$ cat src/atc_pkg.sv
// Package of constants for the conversion trigger and counter clock block
`default_nettype none
package atc_pkg;
  localparam int unsigned ATC_CLK_HZ = 20_000_000;
  localparam int unsigned ATC_REF_HZ = 10_000_000;
  localparam int unsigned ATC_INT_HZ = 1_000_000;
  // Reference tick every REF_DIV clocks, internal 1 MHz every INT_DIV refs
  localparam int unsigned ATC_REF_DIV = ATC_CLK_HZ / ATC_REF_HZ;
  localparam int unsigned ATC_INT_DIV = ATC_REF_HZ / ATC_INT_HZ;
  localparam int unsigned ATC_CNT_W = 16;
  localparam logic [15:0] ATC_CNT_ONE = 16'h0001;
  localparam logic [15:0] ATC_CNT_ZERO = 16'h0000;
  localparam logic [15:0] ATC_CNT_RST = 16'h0000;
  typedef enum logic [1:0] {
    ATC_TRG_NONE = 2'b00,
    ATC_TRG_PACER = 2'b01,
    ATC_TRG_EXT = 2'b10
  } atc_trg_mode_t;
  typedef enum logic {
    ATC_CLK_EXT = 1'b0,
    ATC_CLK_INT = 1'b1
  } atc_clk_src_t;
endpackage : atc_pkg
`default_nettype wire

$ cat src/atc_down_counter.sv
// One 16-bit reloading down counter stage of the timer
`default_nettype none
module atc_down_counter
  import atc_pkg::*;
#(
  parameter int unsigned W = ATC_CNT_W
) (
  input wire logic clk,
  input wire logic nrst,
  input wire logic ce,
  input wire logic run,
  input wire logic tick,
  input wire logic [W-1:0] reload,
  output logic [W-1:0] count,
  output logic wrap
);
  logic [W-1:0] count_r;
  logic [W-1:0] count_nxt;
  logic wrap_r;
  wire at_one = (count_r <= W'(ATC_CNT_ONE));
  // A reload of zero behaves as one so the stage never stalls
  wire [W-1:0] load_val = (reload == W'(ATC_CNT_ZERO)) ?
                          W'(ATC_CNT_ONE) : reload;
  always_comb begin
    count_nxt = count_r;
    if (!run) begin
      count_nxt = load_val;
    end else if (tick) begin
      count_nxt = at_one ? load_val : count_r - W'(ATC_CNT_ONE);
    end
  end
  always_ff @(posedge clk) begin
    if (!nrst) begin
      count_r <= W'(ATC_CNT_RST);
      wrap_r <= 1'b0;
    end else if (ce) begin
      count_r <= count_nxt;
      wrap_r <= run && tick && at_one;
    end
  end
  assign count = count_r;
  assign wrap = wrap_r;
endmodule : atc_down_counter
`default_nettype wire

$ cat src/atc_trigger_ctrl.sv
// Conversion trigger select, cascaded pacer timer and event counter
`default_nettype none
module atc_trigger_ctrl
  import atc_pkg::*;
#(
  parameter int unsigned W = ATC_CNT_W
) (
  input wire logic clk,
  input wire logic nrst,
  input wire logic ce,
  input wire logic pacer_on,
  input wire logic [1:0] trg_mode,
  input wire logic evt_clk_sel,
  input wire logic evt_run,
  input wire logic [W-1:0] evt_reload,
  input wire logic [W-1:0] pacer_div_lo,
  input wire logic [W-1:0] pacer_div_hi,
  input wire logic event_counter_clock_in,
  input wire logic event_counter_gate_in,
  input wire logic ext_trigger_qualify,
  input wire logic ext_conversion_edge_in,
  output logic pacer_out,
  output logic event_counter_out,
  output logic conv_start,
  output logic [W-1:0] evt_count
);
  // Two-stage synchronisers; stage one feeds only stage two
  logic [3:0] sync1_r;
  logic [3:0] sync2_r;
  logic [3:0] prev_r;
  always_ff @(posedge clk) begin
    if (!nrst) begin
      sync1_r <= 4'h0;
      sync2_r <= 4'h0;
      prev_r <= 4'h0;
    end else if (ce) begin
      sync1_r <= {event_counter_gate_in, event_counter_clock_in,
                  ext_trigger_qualify, ext_conversion_edge_in};
      sync2_r <= sync1_r;
      prev_r <= sync2_r;
    end
  end
  // History resets low like the idle pins, so leaving reset makes no edge
  wire ext_conversion_edge_in_s = sync2_r[0];
  wire gate_s = sync2_r[1];
  wire ext_clk_rise = sync2_r[2] & ~prev_r[2];
  wire ext_conversion_edge_in_rise = ext_conversion_edge_in_s & ~prev_r[0];
  wire evt_gate_s = sync2_r[3];

  // Common 10 MHz reference tick and derived 1 MHz internal tick
  logic [7:0] ref_cnt_r;
  logic [7:0] int_cnt_r;
  wire ref_tick = (ref_cnt_r == 8'(ATC_REF_DIV - 1));
  wire int_tick = ref_tick && (int_cnt_r == 8'(ATC_INT_DIV - 1));
  always_ff @(posedge clk) begin
    if (!nrst) begin
      ref_cnt_r <= 8'h00;
      int_cnt_r <= 8'h00;
    end else if (ce) begin
      ref_cnt_r <= ref_tick ? 8'h00 : ref_cnt_r + 8'h01;
      if (ref_tick) begin
        int_cnt_r <= (int_cnt_r == 8'(ATC_INT_DIV - 1)) ?
                     8'h00 : int_cnt_r + 8'h01;
      end
    end
  end

  // Event counter: source chosen by select, counts while gate is high
  wire evt_tick = (evt_clk_sel == ATC_CLK_INT) ? int_tick
                                                : ext_clk_rise;
  wire evt_wrap;
  atc_down_counter #(.W(W)) u_evt (
    .clk(clk),
    .nrst(nrst),
    .ce(ce),
    .run(evt_run),
    .tick(evt_tick && evt_gate_s),
    .reload(evt_reload),
    .count(evt_count),
    .wrap(evt_wrap)
  );

  // Pacer: low stage feeds the high stage, a 32-bit divider in all
  wire lo_wrap;
  wire hi_wrap;
  atc_down_counter #(.W(W)) u_pacer_lo (
    .clk(clk),
    .nrst(nrst),
    .ce(ce),
    .run(pacer_on),
    .tick(ref_tick),
    .reload(pacer_div_lo),
    .count(),
    .wrap(lo_wrap)
  );
  atc_down_counter #(.W(W)) u_pacer_hi (
    .clk(clk),
    .nrst(nrst),
    .ce(ce),
    .run(pacer_on),
    .tick(lo_wrap),
    .reload(pacer_div_hi),
    .count(),
    .wrap(hi_wrap)
  );

  logic pacer_r;
  logic pacer_prev_r;
  logic evt_out_r;
  logic conv_r;
  // Pulse is one clock wide: at least one period apart since
  // the high stage only wraps after a reference tick
  wire pacer_nxt = pacer_on && hi_wrap;
  wire pacer_rise = pacer_r && !pacer_prev_r;
  wire ext_ok = ext_conversion_edge_in_rise && gate_s;
  // Codes 00 and the unused 11 start nothing
  wire conv_nxt = (trg_mode == ATC_TRG_PACER) ? pacer_rise :
                  (trg_mode == ATC_TRG_EXT) ? ext_ok : 1'b0;
  always_ff @(posedge clk) begin
    if (!nrst) begin
      pacer_r <= 1'b0;
      pacer_prev_r <= 1'b0;
      evt_out_r <= 1'b0;
      conv_r <= 1'b0;
    end else if (ce) begin
      pacer_r <= pacer_nxt;
      pacer_prev_r <= pacer_r;
      if (evt_wrap) begin
        evt_out_r <= ~evt_out_r;
      end
      conv_r <= conv_nxt;
    end
  end
  assign pacer_out = pacer_r;
  assign event_counter_out = evt_out_r;
  assign conv_start = conv_r;

  // Pacer and trigger path
  a_pacer_off_quiet: assert property (@(posedge clk)
    disable iff (!nrst)
    !$past(pacer_on) && !pacer_on |=> !pacer_out)
    else $error("pacer pulse while pacer off");
  a_pacer_needs_on: assert property (@(posedge clk)
    disable iff (!nrst)
    $past(ce) && pacer_out |-> $past(pacer_on))
    else $error("pacer pulse without enable");
  a_pacer_single: assert property (@(posedge clk)
    disable iff (!nrst)
    ce && pacer_out |=> !pacer_out)
    else $error("pacer pulse too wide");
  a_pacer_conv_link: assert property (@(posedge clk)
    disable iff (!nrst)
    ce && pacer_out && !$past(pacer_out) && trg_mode == ATC_TRG_PACER
    ##1 ce && trg_mode == ATC_TRG_PACER |-> conv_start)
    else $error("pacer edge did not start conversion");
  a_pacer_conv_src: assert property (@(posedge clk)
    disable iff (!nrst)
    ce && trg_mode == ATC_TRG_PACER && !pacer_rise |=> !conv_start)
    else $error("conversion start without pacer edge");
  a_mode_none_idle: assert property (@(posedge clk)
    disable iff (!nrst)
    ce && trg_mode == ATC_TRG_NONE |=> !conv_start)
    else $error("conversion start with triggers off");
  a_gate_blocks_ext: assert property (@(posedge clk)
    disable iff (!nrst)
    ce && trg_mode == ATC_TRG_EXT && !gate_s |=> !conv_start)
    else $error("gated-off trigger started conversion");
  a_ext_edge_conv: assert property (@(posedge clk)
    disable iff (!nrst)
    ce && trg_mode == ATC_TRG_EXT && ext_ok |=> conv_start)
    else $error("external edge lost");
  a_ext_conv_src: assert property (@(posedge clk)
    disable iff (!nrst)
    ce && trg_mode == ATC_TRG_EXT && !ext_conversion_edge_in_rise |=> !conv_start)
    else $error("conversion start without external edge");
  a_conv_single: assert property (@(posedge clk)
    disable iff (!nrst)
    ce && conv_start |=> !conv_start)
    else $error("conversion start longer than one cycle");
  a_sync_two_stage: assert property (@(posedge clk)
    disable iff (!nrst)
    ce |=> sync2_r == $past(sync1_r))
    else $error("pin sampler skipped a stage");
  a_ext_rise_once: assert property (@(posedge clk)
    disable iff (!nrst)
    ce && ext_conversion_edge_in_rise |=> !ext_conversion_edge_in_rise)
    else $error("external edge seen twice");

  // Timer and counter chain
  a_ref_period: assert property (@(posedge clk)
    disable iff (!nrst)
    ce && ref_tick |=> !ref_tick)
    else $error("reference tick faster than 10 MHz");
  a_ref_drives_lo: assert property (@(posedge clk)
    disable iff (!nrst)
    $past(ce) && lo_wrap |-> $past(ref_tick))
    else $error("low stage wrapped without reference tick");
  a_lo_wrap_gap: assert property (@(posedge clk)
    disable iff (!nrst)
    ce && lo_wrap |=> !lo_wrap)
    else $error("low stage wrapped twice in a row");
  a_cascade_src: assert property (@(posedge clk)
    disable iff (!nrst)
    ce && $past(ce) && hi_wrap |-> $past(lo_wrap))
    else $error("high stage wrapped without low stage");
  a_int_clk_rate: assert property (@(posedge clk)
    disable iff (!nrst)
    ce && int_tick |=> !int_tick [*8])
    else $error("internal counter clock too fast");
  a_evt_step_down: assert property (@(posedge clk)
    disable iff (!nrst)
    ce && evt_run && evt_tick && evt_gate_s && evt_count > W'(ATC_CNT_ONE)
    |=> evt_count == $past(evt_count) - W'(ATC_CNT_ONE))
    else $error("event counter missed a tick");
  a_evt_no_tick: assert property (@(posedge clk)
    disable iff (!nrst)
    ce && evt_run && !(evt_tick && evt_gate_s) |=> $stable(evt_count))
    else $error("event counter moved without a tick");
  a_evt_hold_reload: assert property (@(posedge clk)
    disable iff (!nrst)
    ce && !evt_run |=> evt_count != W'(ATC_CNT_ZERO))
    else $error("stopped event counter holds zero");
  a_evt_out_toggle: assert property (@(posedge clk)
    disable iff (!nrst)
    ce && evt_wrap |=> event_counter_out != $past(event_counter_out))
    else $error("event counter output missed a wrap");
endmodule : atc_trigger_ctrl
`default_nettype wire

$ cat config.mk
export PLATFORM = sky130hd
export DESIGN_NAME = atc_trigger_ctrl
export DESIGN_NICKNAME = d
export VERILOG_FILES = /design/src/atc_pkg.sv /design/src/atc_down_counter.sv /design/src/atc_trigger_ctrl.sv
export SDC_FILE = /design/constraint.sdc
export NUM_CORES = 1
export LEC_CHECK = 0
export BUFFER_PORTS_ARGS = -buffer_cell sky130_fd_sc_hd__clkbuf_2
export CORE_MARGIN = 4
export CORE_UTILIZATION = 58
export CTS_BUF_LIST = sky130_fd_sc_hd__clkbuf_8
export CTS_CLUSTER_DIAMETER = 50
export CTS_CLUSTER_SIZE = 40
export DETAILED_ROUTE_END_ITERATION = 10
export GPL_TIMING_DRIVEN = 0
export PLACE_DENSITY = 0.8
export REMOVE_ABC_BUFFERS = 1
export SLEW_MARGIN = 40
export SYNTH_ARGS = -nofsm -noshare
export SYNTH_HDL_FRONTEND = slang
export SYNTH_SLANG_ARGS = --single-unit
$ cat constraint.sdc
create_clock -name clk -period 2.8 [get_ports clk]
set_clock_uncertainty 0.15 [all_clocks]
set_input_delay 0.56 -clock clk [delete_from_list [all_inputs] [get_ports clk]]
set_output_delay 0.56 -clock clk [all_outputs]
set_load 0.03 [all_outputs]
Yosys cells after proc, flatten, opt, wreduce, memory -nomap -nowiden
Cells that the tools add are included.

operators by class
  bitwise logic cells = 5
  eq/ne operators = 7
  mux-type cells = 17
  reductions and logical operators = 20
  $add $sub $neg = 5
  magnitude comparators = 3

operator list
  kind                                                   number
  two-way mux 16 bit                                     12
  <= comparator 16 x 1 -> 1 bit (second input constant)  3
  zero test 16 bit                                       3
  subtractor 16 x 1 -> 16 bit (second input constant)    3
  adder 8 x 1 -> 8 bit (second input constant)           2
  two-way mux 8 bit                                      2
  logical AND 1 bit                                      11
  AND reduction 2 bit                                    5
  == test 8 x 1 -> 1 bit (second input constant)         1
  == test 8 x 4 -> 1 bit (second input constant)         1
  != test 2 x 1 -> 1 bit (second input constant)         3
  two-way mux 1 bit                                      3
  inverter 1 bit                                         3
  bitwise AND 1 bit                                      2
  == test 2 x 1 -> 1 bit (second input constant)         1
  == test 2 bit (second input constant)                  1
  zero test 1 bit                                        1

storage, ports and cells
  output and inout bits = 19
  bits of input ports = 60
  word-level logic and storage cells = 72
  register bits after elaboration = 82

Longest topological paths before layout
  word-level depth = 6
  gate-level depth with buffers = 9
  mapped depth without buffers = 7

Cells and area by module
Synthesis repeated with hierarchy kept, for this count alone.

second synthesis, totals
  cells, all modules = 617
  area, all modules = 5213.8 sq um

by module, submodules not included
  module            instances  sequential area each (sq um)  cells each  area each (sq um)
  atc_down_counter  3          340.3                         157         1293.7
  atc_trigger_ctrl  1          600.6                         146         1332.5

Worst setup path after synthesis
Ideal clock, no wire load.

  path type = flip-flop to flip-flop
  from = reg u_evt.count_r[6] (netlist: u_evt.count[6])
  to = reg u_evt.count_r[2] (netlist: u_evt.count[2])
  setup time = 124 ps
  data required time = 2526 ps
  stages on the path, launching flop included = 8
  period minus slack after synthesis = 2589 ps
  arrival time = 2315 ps
  buffers on the path = 2
  path slack = 211 ps
  cells stage by stage = dfxtp_1 -> buf_6 -> or4_4 -> or4_4 -> o31a_1 -> buf_2 -> a21oi_1 -> o22ai_1

between the ends
  cells in the longest elaborated chain, start to end = 4

ends and longest elaborated chain
  element                        RTL line                source
  from (decl)                    atc_down_counter.sv:17  logic [W-1:0] count_r;
  from (signal assigned)         atc_down_counter.sv:34  count_r <= W'(ATC_CNT_RST);
  from (signal assigned)         atc_down_counter.sv:37  count_r <= count_nxt;
  <= comparator 16 x 1 -> 1 bit  atc_down_counter.sv:20  wire at_one = (count_r <= W'(ATC_CNT_ONE));
  two-way mux 16 bit             atc_down_counter.sv:29  count_nxt = at_one ? load_val : count_r - W'(ATC_CNT_ONE);
  two-way mux 16 bit             atc_down_counter.sv:28  end else if (tick) begin
  two-way mux 16 bit             atc_down_counter.sv:26  if (!run) begin

No other way between the ends. The select of a mux whose other input is x is not followed.
A chain may end at the register's enable or synchronous reset.

Worst setup path after layout
  from = reg u_evt.count_r[6] (netlist: u_evt.count[6])
  to = reg u_evt.count_r[1] (netlist: u_evt.count[1])

The elaborated chain is that of the path after synthesis.

==> impl_metrics.py <==
metrics = {
    "global_route": {
        "gr-max-usage-layer": "met2",
        "grt-ovfl-total": 0,
        "groute.layer.met1.usage_pct": 33.6,
        "antenna_found_initial": 0,
        "grt_pass1_wl_mm": 20.8,
        "grt_use_total_pct": 25.3,
        "grtUsageMet2_pct": 41.5,
        "gr-usage-met3_pct": 3.18,
        "grt_max_degree": 55,
        "grt_pass1_vias": 4556,
    },
    "yosys": {
        "ys_warn_count": 0,
        "avgSynthCellArea_um2": 8.04,
        "seq_area_frac_synth_pct": 34.2,
        "ys_ff_latch": 81,
        "yosys-top-cells-area": "dfxtp_1 34%, mux2i_1 8.0%, nand2_1 4.9%",
        "synth_edf_count": 0,
        "synthArstFlopShare_pct": 0,
        "yosysTopAreaCell": "dfxtp_1",
        "ys.flop_type": "dfxtp_1",
        "yosysTopAreaCellShare_pct": 34.2,
        "yosysUniqueCellTypes": 64,
        "synthCells": 590,
        "syn-cell-area_mm2": 0.00474,
    },
    "clocking": {
        "clock-root-buffer": "clkbuf_8",
        "path_clk_slew_ns": 0.09,
        "cts_tree": "built",
        "htreeDepth": 3,
        "clock_sinks": 81,
        "clk_latency_ns": 0.36,
        "cts_buffers": 9,
        "clock_path_buffers": 2,
    },
    "worst_setup_path": {
        "worst_ep_arrival_time_ns": 2.81,
        "start_kind": "flip-flop",
        "criticalPathCategory": "flip-flop to flip-flop",
        "crit_path_end_kind": "flip-flop",
        "crit-reg2reg-launch": "u_evt.count[6]",
        "r2r_slack_ns": 0.12,
        "critical_path_peak_fanout": 31,
        "rr_endpoint": "u_evt.count[1]",
        "cp.required_ns": 2.92,
        "critPathCapture": "u_evt.count[1]",
        "r2r_cells": 5,
        "crit_start": "u_evt.count[6]",
    },
    "power": {
        "powerDensity_mw_per_mm2": 611,
        "p_total_uw": 3350,
        "leakage_uw": 0.00224,
        "p_sw_uw": 1230,
        "p_sw_share_pct": 36.7,
        "peakVddDrop_mv": 0.350,
        "p_clk_share_pct": 27.2,
        "power_frac_comb_pct": 33.1,
        "seqPwrFrac_pct": 39.7,
        "internal-power_uw": 2120,
    },
    "floorplanning": {
        "die_w_um": 98.4,
        "die_y_um": 98.4,
        "coreArea_mm2": 0.00785,
        "std_cell_rows": 32,
        "io_pins": 79,
        "start_util_pct": 60.5,
        "die_area_mm2": 0.00969,
    },
    "timing": {
        "period_share_pct": 95.8,
        "clock.fmax_mhz": 373,
        "tns_ns": 0,
        "slew_viol_final": 0,
        "min_period_ns": 2.68,
        "hold_viol_final": 0,
        "relSlewSlack_pct": 44.1,
        "rsz0062_at_grt": "no",
        "worst_pin_slew_ns": 0.833,
        "fin_ws_ns": 0.118,
        "setup_viol_count_final": 0,
    },
    "routing": {
        "drc_errors": 0,
        "ant_nets": 0,
        "dr.pass1.iters": 7,
        "routed_wire_length_per_instance_um": 16.4,
        "drt_iter0_markers": 243,
        "num_vias": 4886,
        "drt-vias-per-instance": 6.41,
        "wl_mm": 12.5,
    },
    "min_path": {
        "hold_class": "input port to flip-flop",
    },
    "layout": {
        "diodes": 0,
        "stdcell_area_mm2": 0.00548,
        "nets": 725,
        "fin_cells": 762,
        "area_growth_pct": 15.4,
        "drive_gt1_share_pct": 18.9,
    },
    "job": {
        "max_cap_violations": 0,
    },
    "place": {
        "dp.cells": 743,
        "dp_hpwl_mm": 8.64,
        "port_buffers": 78,
        "dp_slack_ns": -0.329,
        "globalplace.congestion": 0.917,
        "placed_cell_area_mm2": 0.00519,
    },
    "run_status": {
        "status": "finished clean",
    },
}
## flip-flops by register name, summed over array words and instances (netlist names)
signal             count
conv_start             1
u_pacer_lo.wrap        1
u_pacer_lo.count      16
ref_cnt_r              8
prev_r                 2
event_counter_out      1
sync2_r                4
u_pacer_hi.count      16
u_evt.wrap             1
pacer_out              1
sync1_r                4
u_evt.count           16
pacer_prev_r           1
int_cnt_r              8
u_pacer_hi.wrap        1
## worst min-delay path by stage
stage / from / end / depth (start not counted)
2_1_floorplan: u_evt.wrap / u_evt.wrap / 2
3_3_place_gp: u_pacer_hi.wrap / u_pacer_hi.wrap / 2
3_5_place_dp: u_evt.wrap / u_evt.wrap / 2
4_1_cts: pacer_div_lo[7] / u_pacer_lo.count[7] / 3
5_1_grt: ext_conversion_edge_in / sync1_r[0] / 3
6_report: ext_conversion_edge_in / sync1_r[0] / 3
## per-stage QoR
stage          hold slack, ns  util (%)
2_1_floorplan           0.295         -
3_3_place_gp            0.305      65.2
3_5_place_dp            0.313      66.2
4_1_cts                 0.279      69.1
5_1_grt                 0.307      69.8
6_report                0.284      69.8
## Yosys cell counts (4+ instances only)
cell type and instances:
nor3_1 19, dfxtp_1 81, ha_1 10, or3_1 14, or4_1 10, o211ai_1 5
nand2b_1 8, a31oi_1 4, mux2i_1 38, clkbuf_1 20, o22ai_1 28, inv_1 16
a21oi_1 40, nor2b_1 4, nand4_1 7, nand2_1 62, a211oi_1 8, o21ai_0 16
nor4b_1 4, nor4_1 26, nor2_1 56, nand3_1 19, xor2_1 9, xnor2_1 7
o21a_1 6, and2_1 5, a21o_1 4
## critical path, cell delays in order (launching register included)
cell	delay, ns
dfxtp_1	0.40
or4_4	0.59
or4_4	0.58
o31a_4	0.47
and2_1	0.24
o31ai_1	0.17
## layout by cell type (no fill, tap or decap), drive strengths merged, types with 3 or more instances in the layout
master,n
a31oi,4
xnor2,7
o211ai,5
nand2,62
nand3,19
o32ai,3
or2,4
or3,14
a21o,4
nor2,56
buf,6
o21a,6
nand4,7
a211oi,8
and3,3
dfxtp,81
inv,18
or4,12
xor2,9
nor3,19
nand2b,8
o21ai,20
ha,10
nor4b,4
mux2i,38
o31a,3
nor2b,4
or4b,5
a21oi,40
and2,5
nor4,28
o22ai,28
o31ai,3
clkbuf,88
## cell type report
| cell class | count | area (µm²) |
|---|---|---|
| sequential | 81 | 1620 |
| clock buffer | 10 | 138 |
| fill | 666 | 2370 |
| timing repair buffer | 84 | 448 |
| multi-input combinational | 463 | 3010 |
| tap | 102 | 128 |
| clock inverter | 6 | 75.1 |
| inverter | 16 | 60.1 |
## repair_timing
| item | 4_1_cts | 5_1_grt |
|---|---|---|
| setup endpoints to repair | 15 | 27 |
| gates cloned | 0 | 0 |
| gates resized for setup | 3 | 5 |
| hold buffers | 0 | 0 |
| pin swaps | 1 | 1 |
| setup buffers | 0 | 3 |
## layer usage
layer / wire length [µm] / vias up
met2: 5790 / 244
met5: 0 / -
li1: - / 2350
met1: 5360 / 2246
met4: 343 / 0
met3: 978 / 46
## logic make-up (layout without fill, tap and decap cells)
kind of cell	Yosys count	count (layout)	synth area share (%)
flip-flops	81	81	34.2
multiplexers	38	38	8.02
adder cells (fa/ha/maj)	10	10	2.64
buffers and inverters	46	116	4.27
XOR/XNOR	16	16	2.95
AND/OR/NAND/NOR	257	257	28.6
AO/OA/AOI/OAI	142	142	19.3
## power groups by stage
stage               Sequential, µW  Combinational, µW  Clock (µW)
floorplan                     1360                743           0
global placement              1340               1010           0
CTS                           1330               1070         924
global route                  1340               1210         968
finish                        1330               1110         909
detailed placement            1350               1060           0
Note: power is estimated with default switching activity, not from simulation.
